File: src/include/kpm_pkg.sv
// shared constants and carrier types for the keypad, display and parameter menu block
package kpm_pkg;

  // ****************************************************************
  // clock and timing
  // ****************************************************************
  localparam int CLK_FREQ_HZ = 40_000_000;
  localparam int DEBOUNCE_TIME_US = 10_000;
  localparam int BLINK_TIME_MS = 250;
  localparam int DEBOUNCE_CYCLES_DEF = DEBOUNCE_TIME_US * (CLK_FREQ_HZ / 1_000_000);
  localparam int BLINK_CYCLES_DEF = BLINK_TIME_MS * (CLK_FREQ_HZ / 1_000);
  localparam int CNT_W = 24;

  // ****************************************************************
  // display and value layout
  // ****************************************************************
  localparam int NUM_DIGITS = 6;
  localparam int VAL_DIGITS = 5;
  localparam int VAL_W = 20;
  localparam int SEL_W = 3;
  localparam logic [SEL_W-1:0] SEL_FIRST = 3'h0;
  localparam logic [SEL_W-1:0] SEL_LAST = 3'h4;
  localparam logic [3:0] BCD_MAX = 4'h9;
  localparam logic [3:0] BCD_ZERO = 4'h0;
  localparam logic [VAL_W-1:0] PW_DEFAULT = 20'h00005;
  localparam logic [VAL_W-1:0] PW_DISABLED = 20'h00000;
  localparam logic [VAL_W-1:0] PW_DISABLE_RST = 20'h00001;
  localparam logic [VAL_W-1:0] SAVE_OFF = 20'h00000;
  localparam logic [VAL_W-1:0] SAVE_EN_RST = 20'h00001;
  localparam logic [VAL_W-1:0] PARAM_NUM_RST = 20'h00000;

  // glyph codes: 0..9 are the decimal digits themselves
  localparam logic [4:0] CH_A = 5'h0A;
  localparam logic [4:0] CH_B = 5'h0B;
  localparam logic [4:0] CH_D = 5'h0C;
  localparam logic [4:0] CH_E = 5'h0D;
  localparam logic [4:0] CH_F = 5'h0E;
  localparam logic [4:0] CH_P = 5'h0F;
  localparam logic [4:0] CH_T = 5'h10;
  localparam logic [4:0] CH_O = 5'h11;
  localparam logic [4:0] CH_U = 5'h12;
  localparam logic [4:0] CH_N = 5'h13;
  localparam logic [4:0] CH_S = 5'h14;
  localparam logic [4:0] CH_BLANK = 5'h15;
  localparam logic [6:0] SEG_BLANK = 7'h00;

  // ****************************************************************
  // register map (word index on the avalon address)
  // ****************************************************************
  localparam int ADDR_W = 3;
  localparam logic [ADDR_W-1:0] REG_PW_ENTRY = 3'h0;
  localparam logic [ADDR_W-1:0] REG_PW_DISABLE = 3'h1;
  localparam logic [ADDR_W-1:0] REG_NV_SAVE_EN = 3'h2;
  localparam logic [ADDR_W-1:0] REG_PW_STORED = 3'h3;
  localparam logic [ADDR_W-1:0] REG_STATUS = 3'h4;
  localparam logic [31:0] RD_UNMAPPED = 32'h0000_0000;

  // ****************************************************************
  // types
  // ****************************************************************
  typedef enum logic [1:0] {KPM_SEARCH, KPM_VIEW, KPM_MODIFY} kpm_mode_t;

  typedef struct packed {
    logic commit;
    logic dec;
    logic inc;
    logic shift;
  } kpm_keys_t;

  typedef struct packed {
    logic sto_active;
    logic fault;
    logic alarm;
    logic card_xfer;
    logic download;
    logic factory_load;
    logic card_erase;
    logic tune_active;
    logic tune_done;
    logic [3:0] tune_phase;
    logic [VAL_W-1:0] event_code;
  } kpm_stat_t;

  typedef struct packed {
    logic writable;
    logic online;
    logic [VAL_W-1:0] value;
  } kpm_param_t;

endpackage : kpm_pkg

File: src/hdl/kpm_panel.sv
// keypad, six-digit display and parameter menu of the drive front panel
`timescale 1ns/1ps
// What this block does
// - six seven-segment digits, four keys
// - commit in search enters view or modify
// - editable online parameters apply at once, two modes
// - offline parameters: view mode, apply on commit
// - commit stores to nv unless save disabled
// - decrement steps number or lowers digit
// - increment steps number or raises digit
// - select in view returns to search
// - select advances flashing digit from one
// - reset key reinitializes all but stored password and bus slave
// - writes need matching password unless disabled
// - password defaults to five, commit+dec restores
// - select+increment at reset skips user program
// - search shows P then parameter number
// - modify flashes selected digit, first digit one
// - alarm shows A, fault shows F
// - card transfer flashes b in digit one
// - download flashes d in digit one
// - factory load flashes P in digit one
// - factory load with erase: P then E
// - tuning shows phase, then end message
// - safe torque off message when active
module kpm_panel
  import kpm_pkg::*;
#(
  parameter int DEBOUNCE_CYCLES = DEBOUNCE_CYCLES_DEF,
  parameter int BLINK_CYCLES = BLINK_CYCLES_DEF
) (
  // clock and reset
  input wire logic clk,
  input wire logic rst,
  // operator keys, active high while pressed
  input wire kpm_keys_t keys,
  input wire logic reset_key,
  // drive status for the special screens
  input wire kpm_stat_t stat,
  // parameter store
  input wire kpm_param_t param,
  output logic [VAL_W-1:0] param_num,
  output logic param_wr,
  output logic [VAL_W-1:0] param_wr_data,
  output logic nv_save,
  output logic no_app_start,
  // display, segments gfedcba, index 0 is digit one
  output logic [NUM_DIGITS-1:0][6:0] seg,
  // avalon-mm slave
  input wire logic [ADDR_W-1:0] avs_address,
  input wire logic avs_read,
  input wire logic avs_write,
  input wire logic [31:0] avs_writedata,
  output logic [31:0] avs_readdata,
  output logic avs_waitrequest
);

  // ****************************************************************
  // functions
  // ****************************************************************
  // one decimal digit up or down with wrap
  function automatic logic [3:0] digit_step(input logic [3:0] d, input logic up);
    return up ? ((d >= BCD_MAX) ? BCD_ZERO : d + 4'h1) : ((d == BCD_ZERO) ? BCD_MAX : d - 4'h1);
  endfunction : digit_step
  // whole bcd number up or down by one, carry or borrow rippling
  function automatic logic [VAL_W-1:0] bcd_step(input logic [VAL_W-1:0] v, input logic up);
    logic [VAL_W-1:0] r;
    logic ripple;
    r = v;
    ripple = 1'b1;
    for (int i = 0; i < VAL_DIGITS; i++) begin
      if (ripple) begin
        r[i*4 +: 4] = digit_step(v[i*4 +: 4], up);
        ripple = up ? (v[i*4 +: 4] >= BCD_MAX) : (v[i*4 +: 4] == BCD_ZERO);
      end
    end
    return r;
  endfunction : bcd_step
  // step only the selected digit, no carry into its neighbours
  function automatic logic [VAL_W-1:0] digit_adj(input logic [VAL_W-1:0] v, input logic [SEL_W-1:0] sel,
                                                 input logic up);
    logic [VAL_W-1:0] r;
    r = v;
    for (int i = 0; i < VAL_DIGITS; i++) begin
      if (sel == SEL_W'(i)) begin
        r[i*4 +: 4] = digit_step(v[i*4 +: 4], up);
      end
    end
    return r;
  endfunction : digit_adj
  // glyph code to segment pattern gfedcba
  function automatic logic [6:0] glyph(input logic [4:0] c);
    logic [6:0] s;
    s = SEG_BLANK;
    case (c)
      5'h00: s = 7'h3F;
      5'h01: s = 7'h06;
      5'h02: s = 7'h5B;
      5'h03: s = 7'h4F;
      5'h04: s = 7'h66;
      5'h05: s = 7'h6D;
      5'h06: s = 7'h7D;
      5'h07: s = 7'h07;
      5'h08: s = 7'h7F;
      5'h09: s = 7'h6F;
      CH_A: s = 7'h77;
      CH_B: s = 7'h7C;
      CH_D: s = 7'h5E;
      CH_E: s = 7'h79;
      CH_F: s = 7'h71;
      CH_P: s = 7'h73;
      CH_T: s = 7'h78;
      CH_O: s = 7'h5C;
      CH_U: s = 7'h1C;
      CH_N: s = 7'h54;
      CH_S: s = 7'h6D;
      default: s = SEG_BLANK;
    endcase
    return s;
  endfunction : glyph
  // ****************************************************************
  // reinitialization and startup key combinations
  // ****************************************************************
  logic core_rst_ff;
  logic strap_arm_ff;
  logic pw_restore_ff;
  logic no_app_ff;
  // the recessed key acts like a control supply cycle for all menu state
  always_ff @(posedge clk) begin
    core_rst_ff <= rst | reset_key;
  end
  // keys are sampled on the first cycle after reinitialization ends
  always_ff @(posedge clk) begin
    pw_restore_ff <= 1'b0;
    if (core_rst_ff) begin
      strap_arm_ff <= 1'b1;
    end else if (strap_arm_ff) begin
      strap_arm_ff <= 1'b0;
      pw_restore_ff <= keys.commit & keys.dec;
      no_app_ff <= keys.shift & keys.inc;
    end
    if (rst) begin
      no_app_ff <= 1'b0;
    end
  end
  // ****************************************************************
  // key debounce
  // ****************************************************************
  logic [3:0] key_raw;
  logic [3:0] key_stable_ff;
  logic [3:0] key_press_ff;
  logic [3:0][CNT_W-1:0] deb_cnt_ff;
  assign key_raw = keys;
  // a key must hold a new level for the whole window before it counts;
  // this costs response time but removes contact bounce entirely
  always_ff @(posedge clk) begin
    for (int k = 0; k < 4; k++) begin
      key_press_ff[k] <= 1'b0;
      if (core_rst_ff || strap_arm_ff) begin
        key_stable_ff[k] <= 1'b1; // keys held through reset give no press
        deb_cnt_ff[k] <= '0;
      end else if (key_raw[k] == key_stable_ff[k]) begin
        deb_cnt_ff[k] <= '0;
      end else if (deb_cnt_ff[k] >= CNT_W'(DEBOUNCE_CYCLES - 1)) begin
        deb_cnt_ff[k] <= '0;
        key_stable_ff[k] <= key_raw[k];
        key_press_ff[k] <= key_raw[k];
      end else begin
        deb_cnt_ff[k] <= deb_cnt_ff[k] + CNT_W'(1);
      end
    end
  end
  kpm_keys_t press;
  assign press = key_press_ff;
  // ****************************************************************
  // software visible settings
  // ****************************************************************
  logic [VAL_W-1:0] pw_entry_ff;
  logic [VAL_W-1:0] pw_disable_ff;
  logic [VAL_W-1:0] save_en_ff;
  logic [VAL_W-1:0] pw_stored_ff;
  logic bus_req;
  logic bus_wr;
  logic unlocked;
  assign bus_req = avs_read | avs_write;
  assign bus_wr = avs_write & ~avs_waitrequest;
  assign unlocked = (pw_disable_ff == PW_DISABLED) || (pw_entry_ff == pw_stored_ff);
  // settings take effect on the accepting edge only
  always_ff @(posedge clk) begin
    if (core_rst_ff) begin
      pw_entry_ff <= '0;
      pw_disable_ff <= PW_DISABLE_RST;
      save_en_ff <= SAVE_EN_RST;
    end else if (bus_wr) begin
      case (avs_address)
        REG_PW_ENTRY: pw_entry_ff <= avs_writedata[VAL_W-1:0];
        REG_PW_DISABLE: pw_disable_ff <= avs_writedata[VAL_W-1:0];
        REG_NV_SAVE_EN: save_en_ff <= avs_writedata[VAL_W-1:0];
        default: ;
      endcase
    end
  end
  // stored password survives the reset key unless the combination is held
  always_ff @(posedge clk) begin
    if (rst || pw_restore_ff) begin
      pw_stored_ff <= PW_DEFAULT;
    end else if (bus_wr && avs_address == REG_PW_STORED) begin
      pw_stored_ff <= avs_writedata[VAL_W-1:0];
    end
  end
  // ****************************************************************
  // parameter menu
  // ****************************************************************
  kpm_mode_t mode_ff;
  logic [SEL_W-1:0] sel_ff;
  logic [VAL_W-1:0] num_ff;
  logic [VAL_W-1:0] edit_ff;
  logic [VAL_W-1:0] nxt_edit;
  logic wr_ff;
  logic [VAL_W-1:0] wr_data_ff;
  logic save_ff;
  logic can_edit;
  assign can_edit = param.writable & unlocked;
  assign nxt_edit = digit_adj(edit_ff, sel_ff, press.inc);
  // one key acts per cycle: commit, then select, then increment, then decrement
  always_ff @(posedge clk) begin
    wr_ff <= 1'b0;
    save_ff <= 1'b0;
    if (core_rst_ff) begin
      mode_ff <= KPM_SEARCH;
      sel_ff <= SEL_FIRST;
      num_ff <= PARAM_NUM_RST;
      edit_ff <= '0;
      wr_data_ff <= '0;
    end else begin
      unique case (mode_ff)
        KPM_SEARCH: begin
          if (press.commit) begin
            edit_ff <= param.value;
            sel_ff <= SEL_FIRST;
            // online parameters that can be edited skip the read-only stop
            if (param.online && can_edit) begin
              mode_ff <= KPM_MODIFY;
            end else begin
              mode_ff <= KPM_VIEW;
            end
          end else if (press.inc) begin
            num_ff <= bcd_step(num_ff, 1'b1);
          end else if (press.dec) begin
            num_ff <= bcd_step(num_ff, 1'b0);
          end
        end
        KPM_VIEW: begin
          if (press.commit) begin
            edit_ff <= param.value;
            sel_ff <= SEL_FIRST;
            mode_ff <= can_edit ? KPM_MODIFY : KPM_SEARCH;
          end else if (press.shift) begin
            mode_ff <= KPM_SEARCH;
          end
        end
        KPM_MODIFY: begin
          if (press.commit) begin
            mode_ff <= KPM_SEARCH;
            wr_ff <= ~param.online;
            wr_data_ff <= edit_ff;
            save_ff <= (save_en_ff != SAVE_OFF);
          end else if (press.shift) begin
            sel_ff <= (sel_ff == SEL_LAST) ? SEL_FIRST : sel_ff + SEL_W'(1);
          end else if (press.inc || press.dec) begin
            edit_ff <= nxt_edit;
            // online values reach the drive on every step
            wr_ff <= param.online;
            wr_data_ff <= nxt_edit;
          end
        end
      endcase
    end
  end
  assign param_num = num_ff;
  assign param_wr = wr_ff;
  assign param_wr_data = wr_data_ff;
  assign nv_save = save_ff;
  assign no_app_start = no_app_ff;
  // ****************************************************************
  // display
  // ****************************************************************
  logic [CNT_W-1:0] blink_cnt_ff;
  logic blink_ff;
  logic [NUM_DIGITS-1:0][4:0] chars;
  logic [NUM_DIGITS-1:0] flash;
  logic [NUM_DIGITS-1:0][6:0] seg_ff;
  // shared blink phase for every flashing digit
  always_ff @(posedge clk) begin
    if (core_rst_ff) begin
      blink_cnt_ff <= '0;
      blink_ff <= 1'b0;
    end else if (blink_cnt_ff >= CNT_W'(BLINK_CYCLES - 1)) begin
      blink_cnt_ff <= '0;
      blink_ff <= ~blink_ff;
    end else begin
      blink_cnt_ff <= blink_cnt_ff + CNT_W'(1);
    end
  end
  // screen choice, safety and fault screens first so they cannot be hidden
  always_comb begin
    chars = {NUM_DIGITS{CH_BLANK}};
    flash = '0;
    if (stat.sto_active) begin
      chars[2] = CH_S;
      chars[1] = CH_T;
      chars[0] = CH_O;
    end else if (stat.fault || stat.alarm) begin
      chars[5] = stat.fault ? CH_F : CH_A;
      for (int i = 0; i < VAL_DIGITS; i++) begin
        chars[i] = {1'b0, stat.event_code[i*4 +: 4]};
      end
    end else if (stat.card_xfer) begin
      chars[0] = CH_B;
      flash[0] = 1'b1;
    end else if (stat.download) begin
      chars[0] = CH_D;
      flash[0] = 1'b1;
    end else if (stat.factory_load || stat.card_erase) begin
      chars[0] = stat.card_erase ? CH_E : CH_P;
      flash[0] = 1'b1;
    end else if (stat.tune_active) begin
      chars[5] = CH_A;
      chars[4] = CH_U;
      chars[3] = CH_T;
      chars[2] = CH_O;
      chars[1] = 5'h00;
      chars[0] = {1'b0, stat.tune_phase};
    end else if (stat.tune_done) begin
      chars[2] = CH_E;
      chars[1] = CH_N;
      chars[0] = CH_D;
    end else begin
      unique case (mode_ff)
        KPM_SEARCH: begin
          chars[5] = CH_P;
          for (int i = 0; i < VAL_DIGITS; i++) begin
            chars[i] = {1'b0, num_ff[i*4 +: 4]};
          end
        end
        KPM_VIEW: begin
          for (int i = 0; i < VAL_DIGITS; i++) begin
            chars[i] = {1'b0, param.value[i*4 +: 4]};
          end
        end
        KPM_MODIFY: begin
          for (int i = 0; i < VAL_DIGITS; i++) begin
            chars[i] = {1'b0, edit_ff[i*4 +: 4]};
            flash[i] = (sel_ff == SEL_W'(i));
          end
        end
      endcase
    end
  end
  // registered segments, flashing digits go dark in the off phase
  always_ff @(posedge clk) begin
    for (int i = 0; i < NUM_DIGITS; i++) begin
      if (core_rst_ff) begin
        seg_ff[i] <= SEG_BLANK;
      end else begin
        seg_ff[i] <= (flash[i] && blink_ff) ? SEG_BLANK : glyph(chars[i]);
      end
    end
  end
  assign seg = seg_ff;
  // ****************************************************************
  // avalon-mm slave
  // ****************************************************************
  logic waitreq_ff;
  logic [31:0] rdata_ff;
  // every request waits exactly one cycle, then is accepted
  always_ff @(posedge clk) begin
    if (rst) begin
      waitreq_ff <= 1'b1;
      rdata_ff <= RD_UNMAPPED;
    end else if (bus_req && waitreq_ff) begin
      waitreq_ff <= 1'b0;
      unique case (avs_address)
        REG_PW_ENTRY: rdata_ff <= {12'h000, pw_entry_ff};
        REG_PW_DISABLE: rdata_ff <= {12'h000, pw_disable_ff};
        REG_NV_SAVE_EN: rdata_ff <= {12'h000, save_en_ff};
        REG_PW_STORED: rdata_ff <= {12'h000, pw_stored_ff};
        REG_STATUS: rdata_ff <= {4'h0, num_ff, 1'b0, sel_ff, no_app_ff, unlocked, mode_ff};
        default: rdata_ff <= RD_UNMAPPED;
      endcase
    end else begin
      waitreq_ff <= 1'b1;
    end
  end
  assign avs_waitrequest = waitreq_ff;
  assign avs_readdata = rdata_ff;
endmodule : kpm_panel

File: config.mk
export PLATFORM = sky130hd
export DESIGN_NAME = kpm_panel
export DESIGN_NICKNAME = d
export VERILOG_FILES = /design/src/include/kpm_pkg.sv /design/src/hdl/kpm_panel.sv
export SDC_FILE = /design/constraint.sdc
export NUM_CORES = 1
export LEC_CHECK = 0
export BUFFER_PORTS_ARGS = -buffer_cell sky130_fd_sc_hd__buf_4
export CAP_MARGIN = 20
export CORE_MARGIN = 2
export CORE_UTILIZATION = 40
export DETAILED_ROUTE_END_ITERATION = 8
export PLACE_DENSITY = 0.69
export SYNTH_ARGS = -nofsm -noshare
export SYNTH_HDL_FRONTEND = slang
export SYNTH_SLANG_ARGS = --single-unit
File: constraint.sdc
create_clock -name clk -period 4.4 [get_ports clk]
set_input_delay 0.44 -clock clk [delete_from_list [all_inputs] [get_ports clk]]
set_output_delay 0.44 -clock clk [all_outputs]
set_load 0.01 [all_outputs]
==> flow_summary.json <==
{
  "fp.dieH_um": 220,
  "cpMaxStageDelayCell": "ha_1",
  "crit_chain": "inv_1 -> ha_1 -> nor3b_1 -> a221oi_1 -> o41ai_1 -> nand2_1 -> and3_1 -> a2111oi_0",
  "multi_input_area_mm2": 0.0108,
  "synthArstFlopShare_pct": 0,
  "grt_max_degree": 62,
  "fillers": 4511,
  "post_cts_buffers": 0,
  "clkTransAtPathRegs_ps": 70,
  "synthAdderAreaFrac_pct": 4.90,
  "syn-cell-area_mm2": 0.0187,
  "worst_slack_ps": 611,
  "period_share_pct": 86.1,
  "pre_cts_slack_ps": 682,
  "ys_types": 87,
  "netlist_instances": 2362,
  "synth_xor_area_share_pct": 5.35,
  "relSlewSlack_pct": 25.6,
  "grt_pass1_vias": 17100,
  "initial_core_util_pct": 40.3,
  "finalHoldViolations": 0,
  "cts.sinks": 351,
  "hold_class": "in -> reg",
  "reg2reg_depth": 8,
  "worstSetupPathDepth": 8,
  "max_freq_mhz": 264,
  "drv_slew": 0,
  "p_per_area_mw_per_mm2": 336,
  "intPower_w": 0.00565,
  "finalSetupViolCount": 0,
  "rows": 79,
  "post-route-min-period_ps": 3790,
  "cap_viol_max_count": 0,
  "synth_flop_cell": "dfxtp_1",
  "grt_use_total_pct": 23.6,
  "cts_buffer_depth": 3,
  "drc": 0,
  "avgSynthCellArea_um2": 7.90,
  "cts_max_level": 2,
  "ys_seq_area_share_pct": 37.7,
  "drive_gt1_share_pct": 13.8,
  "synth.area.mux_share_pct": 2.28,
  "synth_edf_count": 0,
  "seqCellArea_mm2": 0.00703,
  "drt_wl_total_um": 59300,
  "syn_to_final_growth_pct": 18.5,
  "comb_power_share_pct": 6.8,
  "holdBufCountCts": 0,
  "crit_path_end_kind": "flip-flop",
  "post_drt_wl_per_cell_um": 18.8,
  "synth_top_family_by_area": "compound AO/OA/AOI/OAI gates",
  "first_pass_iters": 6,
  "synth-seq-cells": 351,
  "rsz0062_at_grt": "false",
  "switching_share_pct": 23.9,
  "critPathMaxFanout": 32,
  "num_vias": 18000,
  "nets": 2673,
  "port_buffers": 200,
  "slowest_delay_ps": 920,
  "root_buffer": "clkbuf_16",
  "cts_tree": "done",
  "critical_path_required_ps": 4830,
  "yosys_warnings": 0,
  "worstSetupPathType": "reg -> reg",
  "fin_setup_tns_ps": 0,
  "ant_nets": 0,
  "viasPerCell": 5.74,
  "insertion_delay_ps": 580,
  "total_leakage_power_nw": 8.31,
  "core_mm2": 0.0463,
  "dp_hpwl_um": 42100,
  "power_switching_w": 0.00178,
  "outcome": "finished, final reports clean",
  "peakVddDrop_mv": 0.257,
  "die_x_um": 220,
  "gr-total-overflow": 0,
  "io_pins": 217,
  "arrival_ps": 4220,
  "gp_congestion": 0.926,
  "initialDrtViolationCount": 1699,
  "hold_depth": 2,
  "crit_buf_inv": 1,
  "crit_family": "compound AO/OA/AOI/OAI gates",
  "clock_power_share_pct": 49.6,
  "power.sequential.fraction_pct": 43.7,
  "clock_skew_ps": 28.5,
  "fin_util_pct": 47.8,
  "tightest_slew_ps": 1120,
  "antenna_found_initial": 2,
  "fp.dieArea_mm2": 0.0484,
  "grt_pass1_wl_um": 91300,
  "start_kind": "flip-flop",
  "synth-compound-area-share_pct": 22.7,
  "cts_resized": 0,
  "synthSimpleGateAreaFrac_pct": 22.2,
  "cts-buffers-inserted": 41
}
==> path summary, 6_finish.rpt <==
kind / slack [ps] / start / end
hold reg to reg: 450 / blink_cnt_ff[0]$_SDFF_PP0_ / blink_cnt_ff[0]$_SDFF_PP0_
hold / removal: 80 / reset_key / core_rst_ff$_DFF_P_
setup reg to reg: 610 / mode_ff[0]$_SDFFE_PP0P_ / seg[2]$_SDFF_PP0_
setup / recovery: 610 / mode_ff[0]$_SDFFE_PP0P_ / seg[2]$_SDFF_PP0_
==> logic make-up (layout without fill, tap and decap cells) <==
logic type | after synthesis | in the layout
multiplexers | 41 | 41
XOR/XNOR | 114 | 114
AND/OR/NAND/NOR | 902 | 902
other | 1 | 28
buffers and inverters | 239 | 387
flip-flops | 351 | 351
adder cells (fa/ha/maj) | 73 | 73
AO/OA/AOI/OAI | 641 | 641
==> cell type report <==
| class | count | share of cell area [%] |
|---|---|---|
| well taps | 607 | 3.43 |
| diodes | 3 | 0.0340 |
| inverters | 90 | 1.53 |
| clock inverters | 17 | 1.13 |
| repair buffers | 221 | 7.52 |
| flip-flops and latches | 351 | 31.8 |
| clock buffers | 59 | 5.54 |
| multi-input cells | 1796 | 49.0 |
==> per-stage QoR <==
stage          instance area, um2  total power, W  instances  hold slack (ps)
5_1_grt                     22100         0.00767       3141             61.7
2_1_floorplan               18700         0.00358       2386              381
3_5_place_dp                20600         0.00381       3065              446
3_3_place_gp                20600         0.00380       3064              439
4_1_cts                     22100         0.00749       3141             50.3
6_report                    22100         0.00743       3144             83.6
==> cell usage in the layout (no fill, tap or decap), types with 12 or more instances in the layout <==
cell type  netlist  layout
xor2_1          75      75
and3_1          17      17
a22oi_1         50      50
inv_1           88      88
a211oi_1        48      48
nor4_1          31      31
nand3_1         57      57
o211ai_1        12      12
nand2b_1        18      18
nand4_1         22      22
conb_1           1      25
o21ai_0        105     105
nor2b_1         17      17
buf_4            4     220
mux2i_1         38      38
clkbuf_16        0      42
a221o_1         21      21
dfxtp_1        351     349
a21oi_1        211     211
nor3_1          38      36
ha_1            73      72
nor2_1         290     289
a221oi_1        14      14
xnor2_1         39      39
a31oi_1         26      26
a311oi_1        17      17
or3_1           12      12
nand2_1        328     328
==> registers in the layout, summed over array words and instances, names as in the netlist, 24 cells and up <==
| register | flops |
|---|---|
| deb_cnt_ff | 96 |
| seg | 42 |
| avs_readdata | 28 |
| blink_cnt_ff | 24 |
==> metal layers <==
metal | vias to the layer above | GRT usage (%) | routed length, um
met4 | 2 | 11.0 | 2380
met2 | 675 | 38.4 | 27000
met5 | - | 0 | 10
li1 | 8626 | - | -
met3 | 133 | 4.36 | 4450
met1 | 8601 | 30.3 | 25400
==> Yosys cell counts (all sizes together) (18+ instances only) <==
master / number / area [um2]
nor4: 32 / 206
nand3: 57 / 285
a22oi: 50 / 375
dfxtp: 351 / 7030
inv: 89 / 334
a31oi: 26 / 163
nand2b: 19 / 126
nor3: 39 / 200
a211oi: 49 / 373
ha: 73 / 913
a21oi: 211 / 1060
xnor2: 39 / 342
o21ai: 110 / 551
xor2: 75 / 657
nand4: 22 / 138
nor2: 290 / 1090
clkbuf: 131 / 492
nand2: 328 / 1230
a221o: 21 / 210
buf: 18 / 92.6
mux2i: 38 / 380
==> power groups by stage <==
stage,registers [W],logic (W),clock network [W]
floorplan,0.00331,0.000270,0
global placement,0.00331,0.000486,0
detailed placement,0.00331,0.000493,0
CTS,0.00324,0.000495,0.00375
global route,0.00325,0.000544,0.00388
finish,0.00324,0.000504,0.00368
(Power assumes the default switching activity.)
